[config.mk]
export PLATFORM = sky130hd
export DESIGN_NAME = dpllc_lock_detect
export DESIGN_NICKNAME = d
export VERILOG_FILES = /design/src/dpllc_pkg.sv /design/src/dpllc_cfg_regs.sv /design/src/dpllc_lock_detect.sv
export SDC_FILE = /design/constraint.sdc
export NUM_CORES = 1
export LEC_CHECK = 0
export ABC_AREA = 1
export BUFFER_PORTS_ARGS = -buffer_cell sky130_fd_sc_hd__buf_2
export CELL_PAD_IN_SITES_DETAIL_PLACEMENT = 0
export CELL_PAD_IN_SITES_GLOBAL_PLACEMENT = 1
export CORE_AREA = 2 2 150 225
export CTS_CLUSTER_SIZE = 20
export DETAILED_ROUTE_END_ITERATION = 8
export DIE_AREA = 0 0 152 227
export PLACE_DENSITY_LB_ADDON = 0.1
export SLEW_MARGIN = 20
export SYNTH_ARGS = -nofsm -noshare
export SYNTH_HDL_FRONTEND = slang
export SYNTH_SLANG_ARGS = --single-unit
[constraint.sdc]
create_clock -name core_clk_i -period 4.2 [get_ports core_clk_i]
set_input_delay 0.63 -clock core_clk_i [delete_from_list [all_inputs] [get_ports core_clk_i]]
set_output_delay 0.63 -clock core_clk_i [all_outputs]
set_load 0.1 [all_outputs]
[src/dpllc_pkg.sv]
// dpllc_pkg: constants, register map and carrier types for the dpll
// lock-detect configuration block.
// assumes a 100 mhz core clock and 8-bit registers at fixed addresses.
package dpllc_pkg;
    // clock and time base
    localparam int unsigned CLK_PERIOD_NS    = 10;
    localparam int unsigned SEC_NS           = 1000000000;
    localparam int unsigned SEC_CYCLES       = SEC_NS / CLK_PERIOD_NS;
    localparam int unsigned SUBTICKS_PER_SEC = 64;
    localparam int unsigned SUB_CYCLES       = SEC_CYCLES / SUBTICKS_PER_SEC;
    localparam int unsigned SUB_W            = 21;
    localparam int unsigned NEAREST_SEC      = 2;
    localparam int unsigned QUALIFY_SEC      = 2;
    localparam logic [7:0]  NEAREST_SUBTICKS = 8'(NEAREST_SEC * SUBTICKS_PER_SEC);
    localparam logic [7:0]  QUALIFY_SUBTICKS = 8'(QUALIFY_SEC * SUBTICKS_PER_SEC);
    localparam int unsigned NOACT_PERIODS    = 2;

    // register addresses
    localparam logic [7:0] ADDR_LOCK_LOSS_SRC = 8'h75;
    localparam logic [7:0] ADDR_LOOP_BW_RB    = 8'h76;
    localparam logic [7:0] ADDR_PHASE_WINDOW  = 8'h79;
    localparam logic [7:0] ADDR_LOCK_TIMEOUT  = 8'h7A;

    // reset values and writable masks
    localparam logic [7:0] RST_LOCK_LOSS_SRC  = 8'h70;
    localparam logic [7:0] RST_LOOP_BW_RB     = 8'hE0;
    localparam logic [7:0] RST_PHASE_WINDOW   = 8'h25;
    localparam logic [7:0] RST_LOCK_TIMEOUT   = 8'h32;
    localparam logic [7:0] MASK_LOOP_BW_RB    = 8'hE3;
    localparam logic [7:0] MASK_PHASE_WINDOW  = 8'h7F;
    localparam logic [7:0] MASK_LOCK_TIMEOUT  = 8'h7F;

    // field positions
    localparam int unsigned NO_ACTIVITY_UNLOCK_BIT = 7;
    localparam int unsigned CURRENT_FREQUENCY_VALUE_LIMIT_UNLOCK_BIT  = 6;
    localparam int unsigned FINE_CHECK_BIT         = 5;
    localparam int unsigned COARSE_CHECK_BIT       = 4;
    localparam int unsigned MC_DETECTOR_BIT        = 3;
    localparam int unsigned LOOP_USES_MC_BIT       = 2;
    localparam int unsigned NEAREST_DISABLE_BIT    = 1;
    localparam int unsigned HALF_CYCLE_SEL_BIT     = 0;
    localparam int unsigned AUTO_BW_BIT            = 7;
    localparam int unsigned INTEGRAL_FREEZE_BIT    = 6;
    localparam int unsigned READ_AVG_LSB           = 0;
    localparam int unsigned FINE_CODE_LSB          = 4;
    localparam int unsigned COARSE_CODE_LSB        = 0;
    localparam int unsigned TIMEOUT_MULT_LSB       = 6;
    localparam int unsigned TIMEOUT_COUNT_LSB      = 0;
    localparam int unsigned TIMEOUT_TOP_BIT        = 7;

    // bandwidth codes, phase units (256 per unit interval)
    localparam logic [4:0]  BW_CODE_MIN     = 5'h0D;
    localparam logic [4:0]  BW_CODE_MAX     = 5'h14;
    localparam logic [8:0]  BW_DEFAULT_HZ   = 9'h004;
    localparam logic [23:0] ONE_UI          = 24'h000100;
    localparam logic [23:0] QUARTER_UI      = 24'h000040;
    localparam logic [3:0]  COARSE_CODE_TOP = 4'hB;
    localparam logic [1:0]  READ_INSTANT    = 2'h0;
    localparam logic [1:0]  READ_AVERAGE    = 2'h1;

    typedef struct packed {
        logic [7:0] lock_loss_source_config;
        logic [7:0] loop_bandwidth_readback_config;
        logic [7:0] phase_window_limits;
        logic [7:0] phase_lock_timeout_setting;
    } dpllc_cfg_t;

    typedef struct packed {
        logic       wr;
        logic       rd;
        logic [7:0] addr;
        logic [7:0] wdata;
    } dpllc_req_t;

    typedef enum logic [1:0] {
        DET_NEAREST_PD,
        DET_NEAREST_PFD,
        DET_FULL_PFD
    } dpllc_det_t;
endpackage : dpllc_pkg

[src/dpllc_cfg_regs.sv]
// dpllc_cfg_regs: the four configuration registers with a registered read port.
// assumes single-cycle write and read strobes on the documented register port.
`timescale 1ns/1ns
module dpllc_cfg_regs
    import dpllc_pkg::*;
(
    input  wire logic       core_clk_i,
    input  wire logic       rst_b_i,
    input  wire dpllc_req_t req_i,
    input  wire logic       phase_locked_i,
    output dpllc_cfg_t      cfg_o,
    output logic [7:0]      rdata_o
);
    dpllc_cfg_t cfg_reg;
    logic [7:0] rdata_reg;
    logic [7:0] rdata_next;
    wire        wr_src = req_i.wr && (req_i.addr == ADDR_LOCK_LOSS_SRC);
    wire        wr_bw  = req_i.wr && (req_i.addr == ADDR_LOOP_BW_RB);
    wire        wr_win = req_i.wr && (req_i.addr == ADDR_PHASE_WINDOW);
    wire        wr_tmo = req_i.wr && (req_i.addr == ADDR_LOCK_TIMEOUT);
    wire [7:0]  tmo_rd;

    // top bit of the timeout register reports the live phase-lock state
    assign tmo_rd = {phase_locked_i, cfg_reg.phase_lock_timeout_setting[6:0]};

    // read mux; unmapped addresses and reserved bits read zero
    always_comb begin
        case (req_i.addr)
            ADDR_LOCK_LOSS_SRC: rdata_next = cfg_reg.lock_loss_source_config;
            ADDR_LOOP_BW_RB:    rdata_next = cfg_reg.loop_bandwidth_readback_config;
            ADDR_PHASE_WINDOW:  rdata_next = cfg_reg.phase_window_limits;
            ADDR_LOCK_TIMEOUT:  rdata_next = tmo_rd;
            default:            rdata_next = 8'h00;
        endcase
    end

    // register writes, masked so reserved bits stay zero
    always_ff @(posedge core_clk_i) begin
        if (!rst_b_i) begin
            cfg_reg <= {RST_LOCK_LOSS_SRC, RST_LOOP_BW_RB, RST_PHASE_WINDOW, RST_LOCK_TIMEOUT};
        end else begin
            if (wr_src) cfg_reg.lock_loss_source_config        <= req_i.wdata;
            if (wr_bw)  cfg_reg.loop_bandwidth_readback_config <= req_i.wdata & MASK_LOOP_BW_RB;
            if (wr_win) cfg_reg.phase_window_limits            <= req_i.wdata & MASK_PHASE_WINDOW;
            if (wr_tmo) cfg_reg.phase_lock_timeout_setting     <= req_i.wdata & MASK_LOCK_TIMEOUT;
        end
    end

    // read data held until the next read
    always_ff @(posedge core_clk_i) begin
        if (!rst_b_i) begin
            rdata_reg <= 8'h00;
        end else if (req_i.rd) begin
            rdata_reg <= rdata_next;
        end
    end

    assign cfg_o   = cfg_reg;
    assign rdata_o = rdata_reg;
endmodule : dpllc_cfg_regs

[src/dpllc_lock_detect.sv]
// dpllc_lock_detect: lock detection and loop configuration of the digital pll.
// assumes phase error, frequency and limit flags come from the loop core each cycle,
// and that ref_edge_i pulses once per reference period.
// How it works
// RULE1 - bandwidth codes 01101..10100 give 4..400 hz; default 4 hz
// RULE2 - no-activity enable set: missing edges unlock, then full phase/frequency locking
// RULE3 - no-activity enable clear: no unlock, nearest-edge locking on return
// RULE4 - frequency beyond hard limit unlocks only while its enable is set
// RULE5 - fine check enabled: phase outside fine window unlocks
// RULE6 - coarse check enabled: phase beyond coarse range unlocks
// RULE7 - multicycle detector enable activates detector with coarse range
// RULE8 - loop measurement clamped to one cycle, or coarse range when multicycle used
// RULE9 - software sets detector enable whenever the loop uses multicycle
// RULE10 - nearest-edge first two seconds, then full locking if unlocked
// RULE11 - nearest-edge disable skips straight to full locking
// RULE12 - detector select chooses pd or pfd, ignored when nearest-edge disabled
// RULE13 - auto bandwidth: acquire bandwidth while acquiring, locked bandwidth once locked
// RULE14 - integral freeze at frequency limit also freezes frequency readback
// RULE15 - software clears bit 5 of bandwidth register for proper operation
// RULE16 - read average 00 instantaneous, 01 one-second average
// RULE17 - lock after two seconds inside fine window, unlock at once outside
// RULE18 - fine code 000 never locks, 001 90, 010 180 degrees, wider above
// RULE19 - coarse code n gives plus/minus 2^(n+1)-1 ui, capped at 8191
// RULE20 - timeout multiplier gives 2, 4, 8 or 16 second resolution; bit 7 is masked to zero, so only 2 or 4 are reachable
// RULE21 - software uses multicycle detector for jitter beyond half ui
// RULE22 - software disables fine check when multi-ui jitter is needed
// RULE23 - timeout is count times 2^(mult+1) seconds; zero disables the alarm
// RULE24 - loss of lock is the or of all enabled sources
`timescale 1ns/1ns
module dpllc_lock_detect
    import dpllc_pkg::*;
#(
    parameter int unsigned SUB_CYC = SUB_CYCLES
) (
    input  wire logic               core_clk_i,
    input  wire logic               rst_b_i,
    input  wire dpllc_req_t         reg_req_i,
    output logic [7:0]              reg_rdata_o,
    input  wire logic               new_ref_i,
    input  wire logic               ref_edge_i,
    input  wire logic [15:0]        ref_period_cyc_i,
    input  wire logic signed [23:0] phase_err_i,
    input  wire logic               current_frequency_value_over_limit_i,
    input  wire logic               current_frequency_value_at_limit_i,
    input  wire logic signed [23:0] current_frequency_value_i,
    input  wire logic [4:0]         locked_bw_code_i,
    input  wire logic [4:0]         acquire_bw_code_i,
    output logic                    loss_of_lock_o,
    output logic                    phase_locked_o,
    output logic                    lock_alarm_o,
    output logic [8:0]              bw_hz_o,
    output dpllc_det_t              detector_o,
    output logic                    mc_detector_en_o,
    output logic signed [23:0]      loop_phase_o,
    output logic                    integral_freeze_o,
    output logic signed [23:0]      current_frequency_value_read_o
);
    typedef enum logic [1:0] {ST_NEAREST, ST_FULL, ST_LOCKED} dpllc_state_t;

    dpllc_cfg_t   cfg;
    dpllc_state_t state_reg, state_next;
    logic [SUB_W-1:0] sub_cnt_reg;
    logic [5:0]   tick_cnt_reg;
    logic [7:0]   stage_cnt_reg, qual_cnt_reg;
    logic [10:0]  sec_cnt_reg;
    logic [16:0]  gap_cnt_reg;
    logic         idle_reg, alarm_reg, lol_reg, frz_reg, lkd_reg;
    logic [29:0]  acc_reg;
    logic signed [23:0] avg_reg, fread_reg, lphase_reg;
    logic [8:0]   bw_reg;
    dpllc_det_t   det_reg;
    logic [8:0]   bw_lut [32];

    // field decode
    wire       na_en   = cfg.lock_loss_source_config[NO_ACTIVITY_UNLOCK_BIT];
    wire       fl_en   = cfg.lock_loss_source_config[CURRENT_FREQUENCY_VALUE_LIMIT_UNLOCK_BIT];
    wire       fine_en = cfg.lock_loss_source_config[FINE_CHECK_BIT];
    wire       crs_en  = cfg.lock_loss_source_config[COARSE_CHECK_BIT];
    wire       mc_en   = cfg.lock_loss_source_config[MC_DETECTOR_BIT];
    wire       use_mc  = cfg.lock_loss_source_config[LOOP_USES_MC_BIT];
    wire       ne_dis  = cfg.lock_loss_source_config[NEAREST_DISABLE_BIT];
    wire       hc_sel  = cfg.lock_loss_source_config[HALF_CYCLE_SEL_BIT];
    wire       auto_bw = cfg.loop_bandwidth_readback_config[AUTO_BW_BIT];
    wire       frz_en  = cfg.loop_bandwidth_readback_config[INTEGRAL_FREEZE_BIT];
    wire [1:0] rd_avg  = cfg.loop_bandwidth_readback_config[READ_AVG_LSB +: 2];
    wire [2:0] fine_cd = cfg.phase_window_limits[FINE_CODE_LSB +: 3];
    wire [3:0] crs_cd  = cfg.phase_window_limits[COARSE_CODE_LSB +: 4];
    wire [1:0] tmo_m   = cfg.phase_lock_timeout_setting[TIMEOUT_MULT_LSB +: 2];
    wire [5:0] tmo_c   = cfg.phase_lock_timeout_setting[TIMEOUT_COUNT_LSB +: 6];

    dpllc_cfg_regs u_regs (
        .core_clk_i     (core_clk_i),
        .rst_b_i        (rst_b_i),
        .req_i          (reg_req_i),
        .phase_locked_i (state_reg == ST_LOCKED),
        .cfg_o          (cfg),
        .rdata_o        (reg_rdata_o)
    );

    // time base: 64 subticks per second keeps the second-scale counters narrow
    wire sub_tick = (sub_cnt_reg == SUB_W'(SUB_CYC - 1));
    wire sec_tick = sub_tick && (tick_cnt_reg == 6'h3F);

    // phase magnitude and window limits in 1/256 ui
    wire [23:0] ph_abs   = phase_err_i[23] ? 24'(-phase_err_i) : phase_err_i;
    wire [3:0]  crs_n    = (crs_cd > COARSE_CODE_TOP) ? (COARSE_CODE_TOP + 4'h1) : crs_cd; // see RULE19
    wire [23:0] crs_ui   = 24'((24'h000002 << crs_n) - 24'h000001);                       // see RULE19
    wire [23:0] crs_lim  = 24'(crs_ui << 8);
    wire [23:0] fine_lim = 24'(QUARTER_UI * fine_cd);                                     // see RULE18
    wire        in_fine  = (fine_cd != 3'h0) && (ph_abs <= fine_lim);                     // see RULE18
    wire [23:0] meas_lim = use_mc ? crs_lim : ONE_UI;                                     // see RULE8

    // loss-of-lock sources
    wire no_act   = (gap_cnt_reg > 17'(ref_period_cyc_i) * 17'(NOACT_PERIODS));
    wire src_na   = na_en && no_act;                        // see RULE2
    wire src_fl   = fl_en && current_frequency_value_over_limit_i;             // see RULE4
    wire src_fine = fine_en && !in_fine;                    // see RULE5
    wire src_crs  = crs_en && (ph_abs > crs_lim);           // see RULE6
    wire lol_now  = src_na || src_fl || src_fine || src_crs; // see RULE24
    wire returned = idle_reg && ref_edge_i;
    // a new reference, or a returning one while the no-activity enable is clear, restarts the acquisition stages
    wire restart  = new_ref_i || (returned && !na_en);                  // see RULE3
    wire qualified = (qual_cnt_reg >= QUALIFY_SUBTICKS);
    wire [10:0] tmo_sec = 11'({5'h00, tmo_c} << (3'(tmo_m) + 3'h1)); // see RULE20

    // acquisition state machine
    always_comb begin
        state_next = state_reg;
        case (state_reg)
            ST_NEAREST: begin
                if (src_na || ne_dis) state_next = ST_FULL;                           // see RULE11
                else if (qualified && !lol_now) state_next = ST_LOCKED;
                else if (stage_cnt_reg >= NEAREST_SUBTICKS) state_next = ST_FULL;     // see RULE10
            end
            ST_FULL: begin
                if (qualified && !lol_now) state_next = ST_LOCKED;
            end
            ST_LOCKED: begin
                if (lol_now) state_next = ST_FULL;                                     // see RULE17
            end
            default: state_next = ST_FULL;
        endcase
        if (restart) begin                                                             // see RULE3
            state_next = ne_dis ? ST_FULL : ST_NEAREST;
        end
    end

    // state and second-scale counters
    always_ff @(posedge core_clk_i) begin
        if (!rst_b_i) begin
            state_reg     <= ST_NEAREST;
            sub_cnt_reg   <= '0;
            tick_cnt_reg  <= 6'h00;
            stage_cnt_reg <= 8'h00;
            qual_cnt_reg  <= 8'h00;
            sec_cnt_reg   <= 11'h000;
        end else begin
            state_reg    <= state_next;
            sub_cnt_reg  <= sub_tick ? '0 : SUB_W'(sub_cnt_reg + 1'b1);
            tick_cnt_reg <= sub_tick ? 6'(tick_cnt_reg + 6'h01) : tick_cnt_reg;
            if (state_next != state_reg || restart) stage_cnt_reg <= 8'h00;          // see RULE10
            else if (sub_tick && stage_cnt_reg != 8'hFF) stage_cnt_reg <= 8'(stage_cnt_reg + 8'h01);
            if (!in_fine || new_ref_i) qual_cnt_reg <= 8'h00;                         // see RULE17
            else if (sub_tick && !qualified) qual_cnt_reg <= 8'(qual_cnt_reg + 8'h01);
            if (new_ref_i || state_reg == ST_LOCKED) sec_cnt_reg <= 11'h000;
            else if (sec_tick && sec_cnt_reg != 11'h7FF) sec_cnt_reg <= 11'(sec_cnt_reg + 11'h001);
        end
    end

    // reference activity watch, restarted by every edge
    always_ff @(posedge core_clk_i) begin
        if (!rst_b_i) begin
            gap_cnt_reg <= 17'h00000;
            idle_reg    <= 1'b0;
        end else begin
            gap_cnt_reg <= ref_edge_i ? 17'h00000 : (gap_cnt_reg == 17'h1FFFF ? gap_cnt_reg : 17'(gap_cnt_reg + 1'b1));
            idle_reg    <= ref_edge_i ? 1'b0 : (idle_reg || no_act);
        end
    end

    // timeout alarm: a zero count never raises it
    always_ff @(posedge core_clk_i) begin
        if (!rst_b_i) begin
            alarm_reg <= 1'b0;
        end else if (new_ref_i || state_reg == ST_LOCKED || tmo_c == 6'h00) begin
            alarm_reg <= 1'b0;
        end else if (sec_cnt_reg >= tmo_sec) begin
            alarm_reg <= 1'b1;                                                        // see RULE23
        end
    end

    // bandwidth lookup built once; unused codes fall back to the default
    genvar gi;
    generate
        for (gi = 0; gi < 32; gi++) begin : g_bw
            localparam logic [8:0] HZ = (gi == 13) ? 9'h004 : (gi == 14) ? 9'h008 : (gi == 15) ? 9'h012 :
                                        (gi == 16) ? 9'h023 : (gi == 17) ? 9'h046 : (gi == 18) ? 9'h078 :
                                        (gi == 19) ? 9'h0FA : (gi == 20) ? 9'h190 : BW_DEFAULT_HZ;
            assign bw_lut[gi] = HZ;                                                   // see RULE1
        end
    endgenerate
    wire [4:0] bw_code = (auto_bw && state_reg != ST_LOCKED) ? acquire_bw_code_i : locked_bw_code_i; // see RULE13

    // detector choice and clamped loop measurement
    wire dpllc_det_t det_next = (state_reg == ST_NEAREST && !ne_dis) ?
                                (hc_sel ? DET_NEAREST_PFD : DET_NEAREST_PD) : DET_FULL_PFD;           // see RULE12
    wire signed [23:0] ph_clamp = (ph_abs <= meas_lim) ? phase_err_i :
                                  (phase_err_i[23] ? 24'(-meas_lim) : meas_lim);                       // see RULE8

    // one-second frequency average over 64 evenly spaced samples
    always_ff @(posedge core_clk_i) begin
        if (!rst_b_i) begin
            acc_reg <= 30'h00000000;
            avg_reg <= 24'h000000;
        end else if (sec_tick) begin
            acc_reg <= 30'h00000000;
            avg_reg <= 24'((acc_reg + 30'(current_frequency_value_i)) >> 6);
        end else if (sub_tick) begin
            acc_reg <= 30'(acc_reg + 30'(current_frequency_value_i));
        end
    end

    // registered outputs
    always_ff @(posedge core_clk_i) begin
        if (!rst_b_i) begin
            lol_reg    <= 1'b0;
            lkd_reg    <= 1'b0;
            frz_reg    <= 1'b0;
            fread_reg  <= 24'h000000;
            lphase_reg <= 24'h000000;
            bw_reg     <= BW_DEFAULT_HZ;
            det_reg    <= DET_NEAREST_PD;
        end else begin
            lol_reg    <= lol_now;
            lkd_reg    <= (state_next == ST_LOCKED);
            frz_reg    <= frz_en && current_frequency_value_at_limit_i;                                  // see RULE14
            if (!(frz_en && current_frequency_value_at_limit_i))                                          // see RULE14
                fread_reg <= (rd_avg == READ_AVERAGE) ? avg_reg : current_frequency_value_i;             // see RULE16
            lphase_reg <= ph_clamp;
            bw_reg     <= (bw_code >= BW_CODE_MIN && bw_code <= BW_CODE_MAX) ? bw_lut[bw_code] : BW_DEFAULT_HZ;
            det_reg    <= det_next;
        end
    end

    assign loss_of_lock_o    = lol_reg;
    assign phase_locked_o    = lkd_reg;
    assign lock_alarm_o      = alarm_reg;
    assign bw_hz_o           = bw_reg;
    assign detector_o        = det_reg;
    assign mc_detector_en_o  = mc_en;                                                  // see RULE7
    assign loop_phase_o      = lphase_reg;
    assign integral_freeze_o = frz_reg;
    assign current_frequency_value_read_o       = fread_reg;
endmodule : dpllc_lock_detect

# Yosys cells after proc, flatten, opt, wreduce, memory -nomap -nowiden
# Memories as Yosys holds them, arrays and structs flattened. A register that Yosys moved wholly into a read port is not among the register bits.
# Index checks and enable logic that the tools add are counted.
# totals
ff_bits	217
rom_bits	288
output_inout_bits	72
mem_count	1
# classes
addsub	11
order_cmp	10
eq_ne	15
shifts	2
n_mux	18
bitwise_logic	2
reduce_logical	48
# memory_table
name	words	word_bits	rd	rd_ports_with_merged_regs	write_ports	line_no	text
(no name shown)	32	9	1	1	0	dpllc_lock_detect.sv:240	bw_reg <= (bw_code >= BW_CODE_MIN && bw_code <= BW_CODE_MAX) ? bw_lut[bw_code] : BW_DEFAULT_HZ;
# ops
operator	count
$mux W24	5
$neg A24 Y24	2
$eq A8 B7 Y1 const B	4
$pmux W8 S4	1
$add A30 B30 Y30	1
$gt A24 B24 Y1	1
$le A24 B24 Y1	1
$le A24 B9 Y1	1
$add A21 B1 Y21 const B	1
$eq A21 B21 Y1 const B	1
$logic_and A1 B1 Y1	20
$add A17 B1 Y17 const B	1
$eq A17 B17 Y1 const B	1
$gt A17 B17 Y1	1
$add A8 B1 Y8 const B	2
$ge A8 B8 Y1 const B	2
$shl A2 B4 Y16 const A	1
$sub A16 B1 Y16 const B	1
$mux W2	7
$reduce_or A2 Y1	7
$add A11 B1 Y11 const B	1
$ge A11 B11 Y1	1
$ne A11 B11 Y1 const B	1
$shl A6 B2 Y11	1
other kinds (23)	41

# Logic depth before layout (Yosys ltp)
# logic_depth
word_depth	17
mapped_depth	28
ltp_nobuf	28

# Hierarchy
# From an unflattened synthesis, not the netlist that was laid out.
# hier_totals
cells_unflattened	1988
hier_area_um2	13777.0
# by_module_without_submodules
module	n_inst	cells_per_inst	area_per_inst_um2	seq_area_each_um2
dpllc_lock_detect	1	1764	12142.9	3823.7
dpllc_cfg_regs	1	224	1634.1	700.7

# Worst setup path after synthesis
# OpenSTA, ideal clock, no wires.
# synth_path
path_type	reg2reg
start	register u_regs.cfg_reg (netlist bit u_regs.cfg_o[10])
end	register stage_cnt_reg[1]
setup_ps	120
arrival_ps	2996
required_time_ps	4080
setup_slack_ps	1084
stages_incl_launch_ff	29
n_path_buf	0
synth_period_minus_slack_ps	3116
path_cell_list	dfxtp_1 > nor2_1 > inv_1 > nor2_1 > inv_1 > nor2_1 > inv_1 > ha_1 > nand3_1 > a211oi_1 > xnor2_1 > ha_1 > nand2_1 > inv_1 > nand3_1 > nor2_1 > nand4_1 > nor3_1 > a21oi_1 > nand2_1 > nand3_2 > nand2_1 > nand2_1 > nor2_1 > nand2_1 > nand2_2 > nand2_2 > nand2_4 > nor3_2
# synth_between
elab_chain_len	16
elab_cells_between_ends	18
# synth_rtl
item	line_no	text
start, declared	dpllc_cfg_regs.sv:14	dpllc_cfg_t cfg_reg;
start signal, assigned	dpllc_cfg_regs.sv:40	cfg_reg <= {RST_LOCK_LOSS_SRC, RST_LOOP_BW_RB, RST_PHASE_WINDOW, RST_LOCK_TIMEOUT};
$gt A4 B4 Y1	dpllc_lock_detect.sv:106	wire [3:0] crs_n = (crs_cd > COARSE_CODE_TOP) ? (COARSE_CODE_TOP + 4'h1) : crs_cd;
$mux W4 *	dpllc_lock_detect.sv:106	
$shl A2 B4 Y16 *	dpllc_lock_detect.sv:107	wire [23:0] crs_ui = 24'((24'h000002 << crs_n) - 24'h000001);
$sub A16 B1 Y16 *	dpllc_lock_detect.sv:107	
$gt A24 B24 Y1 *	dpllc_lock_detect.sv:118	wire src_crs = crs_en && (ph_abs > crs_lim);
$logic_and A1 B1 Y1 *	dpllc_lock_detect.sv:118	
$logic_or A1 B1 Y1 *	dpllc_lock_detect.sv:119	wire lol_now = src_na || src_fl || src_fine || src_crs;
$logic_not A1 Y1	dpllc_lock_detect.sv:132, dpllc_lock_detect.sv:136	
$logic_and A1 B1 Y1	dpllc_lock_detect.sv:132, dpllc_lock_detect.sv:136	
$mux W2	dpllc_lock_detect.sv:132	else if (qualified && !lol_now) state_next = ST_LOCKED;
$mux W2	dpllc_lock_detect.sv:131	if (src_na || ne_dis) state_next = ST_FULL;
$pmux W2 S3 *	dpllc_lock_detect.sv:129	case (state_reg)
$mux W2 *	dpllc_lock_detect.sv:143	if (restart) begin
$ne A2 B2 Y1 *	dpllc_lock_detect.sv:161	if (state_next != state_reg || restart) stage_cnt_reg <= 8'h00;
$logic_or A1 B1 Y1 *	dpllc_lock_detect.sv:161	
$reduce_or A2 Y1 (no source line) *	--	
end signal, assigned	dpllc_lock_detect.sv:162	else if (sub_tick && stage_cnt_reg != 8'hFF) stage_cnt_reg <= 8'(stage_cnt_reg + 8'h01);
end, declared	dpllc_lock_detect.sv:64	logic [7:0] stage_cnt_reg, qual_cnt_reg;
# Every way passes the cells marked *; elsewhere a longest branch is shown, timed or not.
# A chain may end at the register's enable or synchronous reset.

# Final worst setup path
# layout_path
start	register u_regs.cfg_reg (netlist bit u_regs.cfg_o[10])
end	register lphase_reg[20] (netlist: loop_phase_o[20])
# layout_between
elab_chain_len	8
elab_cells_between_ends	9
# layout_rtl
item	line_no	text
$gt A4 B4 Y1	dpllc_lock_detect.sv:106	
$mux W4 *	dpllc_lock_detect.sv:106	
$shl A2 B4 Y16 *	dpllc_lock_detect.sv:107	
$sub A16 B1 Y16 *	dpllc_lock_detect.sv:107	
$mux W24 *	dpllc_lock_detect.sv:111	wire [23:0] meas_lim = use_mc ? crs_lim : ONE_UI;
$neg A24 Y24	dpllc_lock_detect.sv:208	(phase_err_i[23] ? 24'(-meas_lim) : meas_lim);
$mux W24	dpllc_lock_detect.sv:208	
$mux W24 *	dpllc_lock_detect.sv:207	wire signed [23:0] ph_clamp = (ph_abs <= meas_lim) ? phase_err_i :
end signal, assigned	dpllc_lock_detect.sv:239	lphase_reg <= ph_clamp;
end, declared	dpllc_lock_detect.sv:69	logic signed [23:0] avg_reg, fread_reg, lphase_reg;
# Marks and branches as above.

==> metrics <==
io pins=170; RSZ-0062 raised after global routing=false; final worst path period share=between 90% and 100%; Total Neg Setup Slack=0 ns; layout cells sized above 1=around 15%; fin. max-slew vios=0; Pre-antenna DRT Iters=5; post-synthesis sequential area ratio=33.49%; largest net degree at the start of global routing=43; total number of vias=12970; Die Y=227 µm; Netlist cell types=65; Synth Flop Type=dfxtp_1; CTS tree=yes; crit path launch type=flip-flop; number of synthesized register bits=around 230; FF+latch area=4526 µm²; fill count=3426; Die Area=between 30000 and 40000 µm²; Syn. warnings=0; H-tree depth=1; max FFs per register=30; final hold slack=0.3230 ns; final-report setup violation count=0; endpoints failing hold=0; leading area contributor after synthesis=dfxtp_1; post-layout util=48.33%; clk_skew=0.01699 ns; final RePlAce weighted congestion=0.8979; port buffer count=around 170; Root Driver=clkbuf_16; Mapped Area=13510 µm²; Worst Path Max Fanout=6; Starting Density=41.53%; Post-synth EDFFs=0; Worst Tran Pin Value=between 0.8 and 0.9 ns; sum of buffers and inverters on the critical path=4; via/cell ratio=5.110; total power=0.005490 W; Max-slew headroom=46.03%; clk_lat worst skew=0.56 ns; worst setup path category=flip-flop to flip-flop; FP Rows=81; CTS Buffer Depth=3; clk slew on worst S/H paths=0.06 ns; top cells by area, synth=dfxtp_1 33%, nand2_1 9.5%, ha_1 9.0%, inv_1 8.2%, nor2_1 5.8%; power per cell area=between 300 and 400 nW/µm²; Worst Path Required=4.68 ns; total CTS buffers=25; Max Freq=259.0 MHz; Max VDD drop=0.3112 mV; Final ANT Viol Nets=0; status=finished, final reports clean; Slowest cell on crit path=dfxtp_2; clk sink count=about 230; nets=2299; Post-synth ARST share=0%; max cap viols=0; core footprint=32530 µm²; final worst path period need=~3.9 ns; Layout Area Growth over Synthesis=16.39%; worst hold-check path type=input port to flip-flop; Critical Path Most Common Cell=inv_1; Remaining DRCs=0; Multi-input gate area=7632 µm²; total global-route track usage=23.26%; initial antenna violation count=4; chip width=152 µm; GRT overflow=0; Initial DRC Count=525; Synth top area share=about a third; vias in the first global route=between 10000 and 15000; Worst EP arrival=around 4.3 ns; routed length per instance=15.86 µm; hpwl dp=31810 µm; mean area per synthesized cell=6.978 µm²; first-pass GRT wire length=65140 µm; CP max stage delay=0.35 ns; CP Capture Type=flip-flop; crit-path cells=nor2_1 > inv_1 > nor2_1 > inv_1 > nor2_2 > inv_1 > ha_1 > nand3_1 > a211oi_1 > xnor2_1 > or2_2 > ha_1 > nand2_1 > o21ai_0 > a21o_1 > a21oi_1 > o211ai_1 > o21ai_2 > nor2_2 > buf_4 > o211ai_1 > o21ai_1; Static Leak=7.467 nW; crit-path leading delay family=simple AND/OR/NAND/NOR gates; Post-Route WL=40260 µm; Mapped Cells=1936
==> layout by cell type (no fill, tap or decap), drive strengths merged, types with 3 or more instances in the layout <==
cell      n
or2      11
nand3   113
dfxtp   226
xnor2    13
o221ai    4
diode     3
clkbuf   33
nor2    228
a211oi    6
inv     309
o211ai   24
a221oi    3
nor3b    12
conb      6
xor2     38
a21oi   136
ha       97
bufinv    5
o22ai     8
o21ai   147
o21a      3
buf     185
clkinv    7
a21o      6
nor3     47
a31oi    12
nor4     21
nand2   360
a22oi    12
a21boi    5
nand4    21
==> final cells by class <==
class	instances	share of cell area [%]
clock inverter	11	1.265
clock buffer	33	4.488
timing repair buffer	185	6.143
sequential	226	28.78
multi-input combinational	1355	48.54
tap	415	3.302
antenna	3	0.04774
inverter	310	7.432
==> tightest hold or removal path, stage by stage <==
cell and delay (ns):
buf_2 0.09, a21oi_1 0.05, o21ai_0 0.06
==> report_power, final <==
part | switching, W | leakage, nW | total (W) | internal (W)
combinational | 0.000652 | 5.19 | 0.000846 | 0.000194
clock | 0.000942 | 0.448 | 0.00243 | 0.00149
sequential | 0.0000191 | 1.83 | 0.00221 | 0.00219
==> routing by layer <==
metal	routed length, µm	track usage [%]	vias to the layer above
li1	-	-	6698
met1	16100	25.65	5920
met2	20930	44.38	262
met3	1679	3.370	86
met4	1513	9.888	4
met5	34	0	-
==> worst paths after layout <==
path / from / endpoint / slack, ns / depth (start not counted)
worst max-delay path: u_regs.cfg_o[10]$_SDFFE_PN1P_ / loop_phase_o[20]$_SDFF_PN0_ / 0.34 / 22
worst min-delay path: reg_req_i[5] / u_regs.cfg_o[5]$_SDFFE_PN1P_ / 0.32 / 3
worst max register to register: u_regs.cfg_o[10]$_SDFFE_PN1P_ / loop_phase_o[20]$_SDFF_PN0_ / 0.34 / 22
worst min register to register: sub_cnt_reg[0]$_SDFF_PP0_ / sub_cnt_reg[0]$_SDFF_PP0_ / 0.45 / 1
==> kinds of logic (layout without fill, tap and decap cells) <==
family | after synthesis | in the layout | share of synthesized area [%]
xor gates and xnor gates | 51 | 51 | 3.306
muxes | 1 | 1 | 0.07410
buffers and inverters | 359 | 539 | 10.18
AOI/OAI and AO/OA | 379 | 379 | 15.97
DFF | 226 | 226 | 33.49
other | 2 | 9 | 0.05559
and+or+nand+nor | 820 | 820 | 27.79
adders and majority gates | 98 | 98 | 9.132
==> repair_timing <==
item,4_1_cts,5_1_grt
hold buffers,0,0
setup buffers,0,0
endpoints found under the setup margin,0,13
hold endpoints to repair,0,0
gates resized for setup,0,4
==> through the flow <==
stage                     instance area [µm²]  instances  setup slack (ns)
after global routing                    15720       2536          0.002576
after floorplan                         13520       1940             1.084
after detailed placement                14800       2491            0.1202
after CTS                               15710       2535            0.1042
final                                   15720       2538            0.3390
after global placement                  14800       2491            0.1658
==> synth_stat cells, types with 6 or more instances <==
| master | n |
|---|---|
| o21ai_1 | 26 |
| nor2_1 | 209 |
| xor2_1 | 38 |
| nand3_1 | 109 |
| inv_2 | 14 |
| o22ai_1 | 8 |
| dfxtp_1 | 226 |
| o21ai_0 | 118 |
| a31oi_1 | 12 |
| clkbuf_1 | 38 |
| nor3_2 | 11 |
| a21o_1 | 6 |
| a22oi_1 | 12 |
| ha_1 | 97 |
| a211oi_1 | 6 |
| nand2_2 | 14 |
| or2_2 | 9 |
| nor4_1 | 19 |
| buf_2 | 9 |
| nor2_2 | 14 |
| inv_1 | 294 |
| nand2_1 | 341 |
| nand4_1 | 19 |
| o211ai_1 | 24 |
| nor3b_1 | 11 |
| xnor2_1 | 13 |
| nor3_1 | 35 |
| a21oi_1 | 135 |
Note: power is estimated with default switching activity, not from simulation.
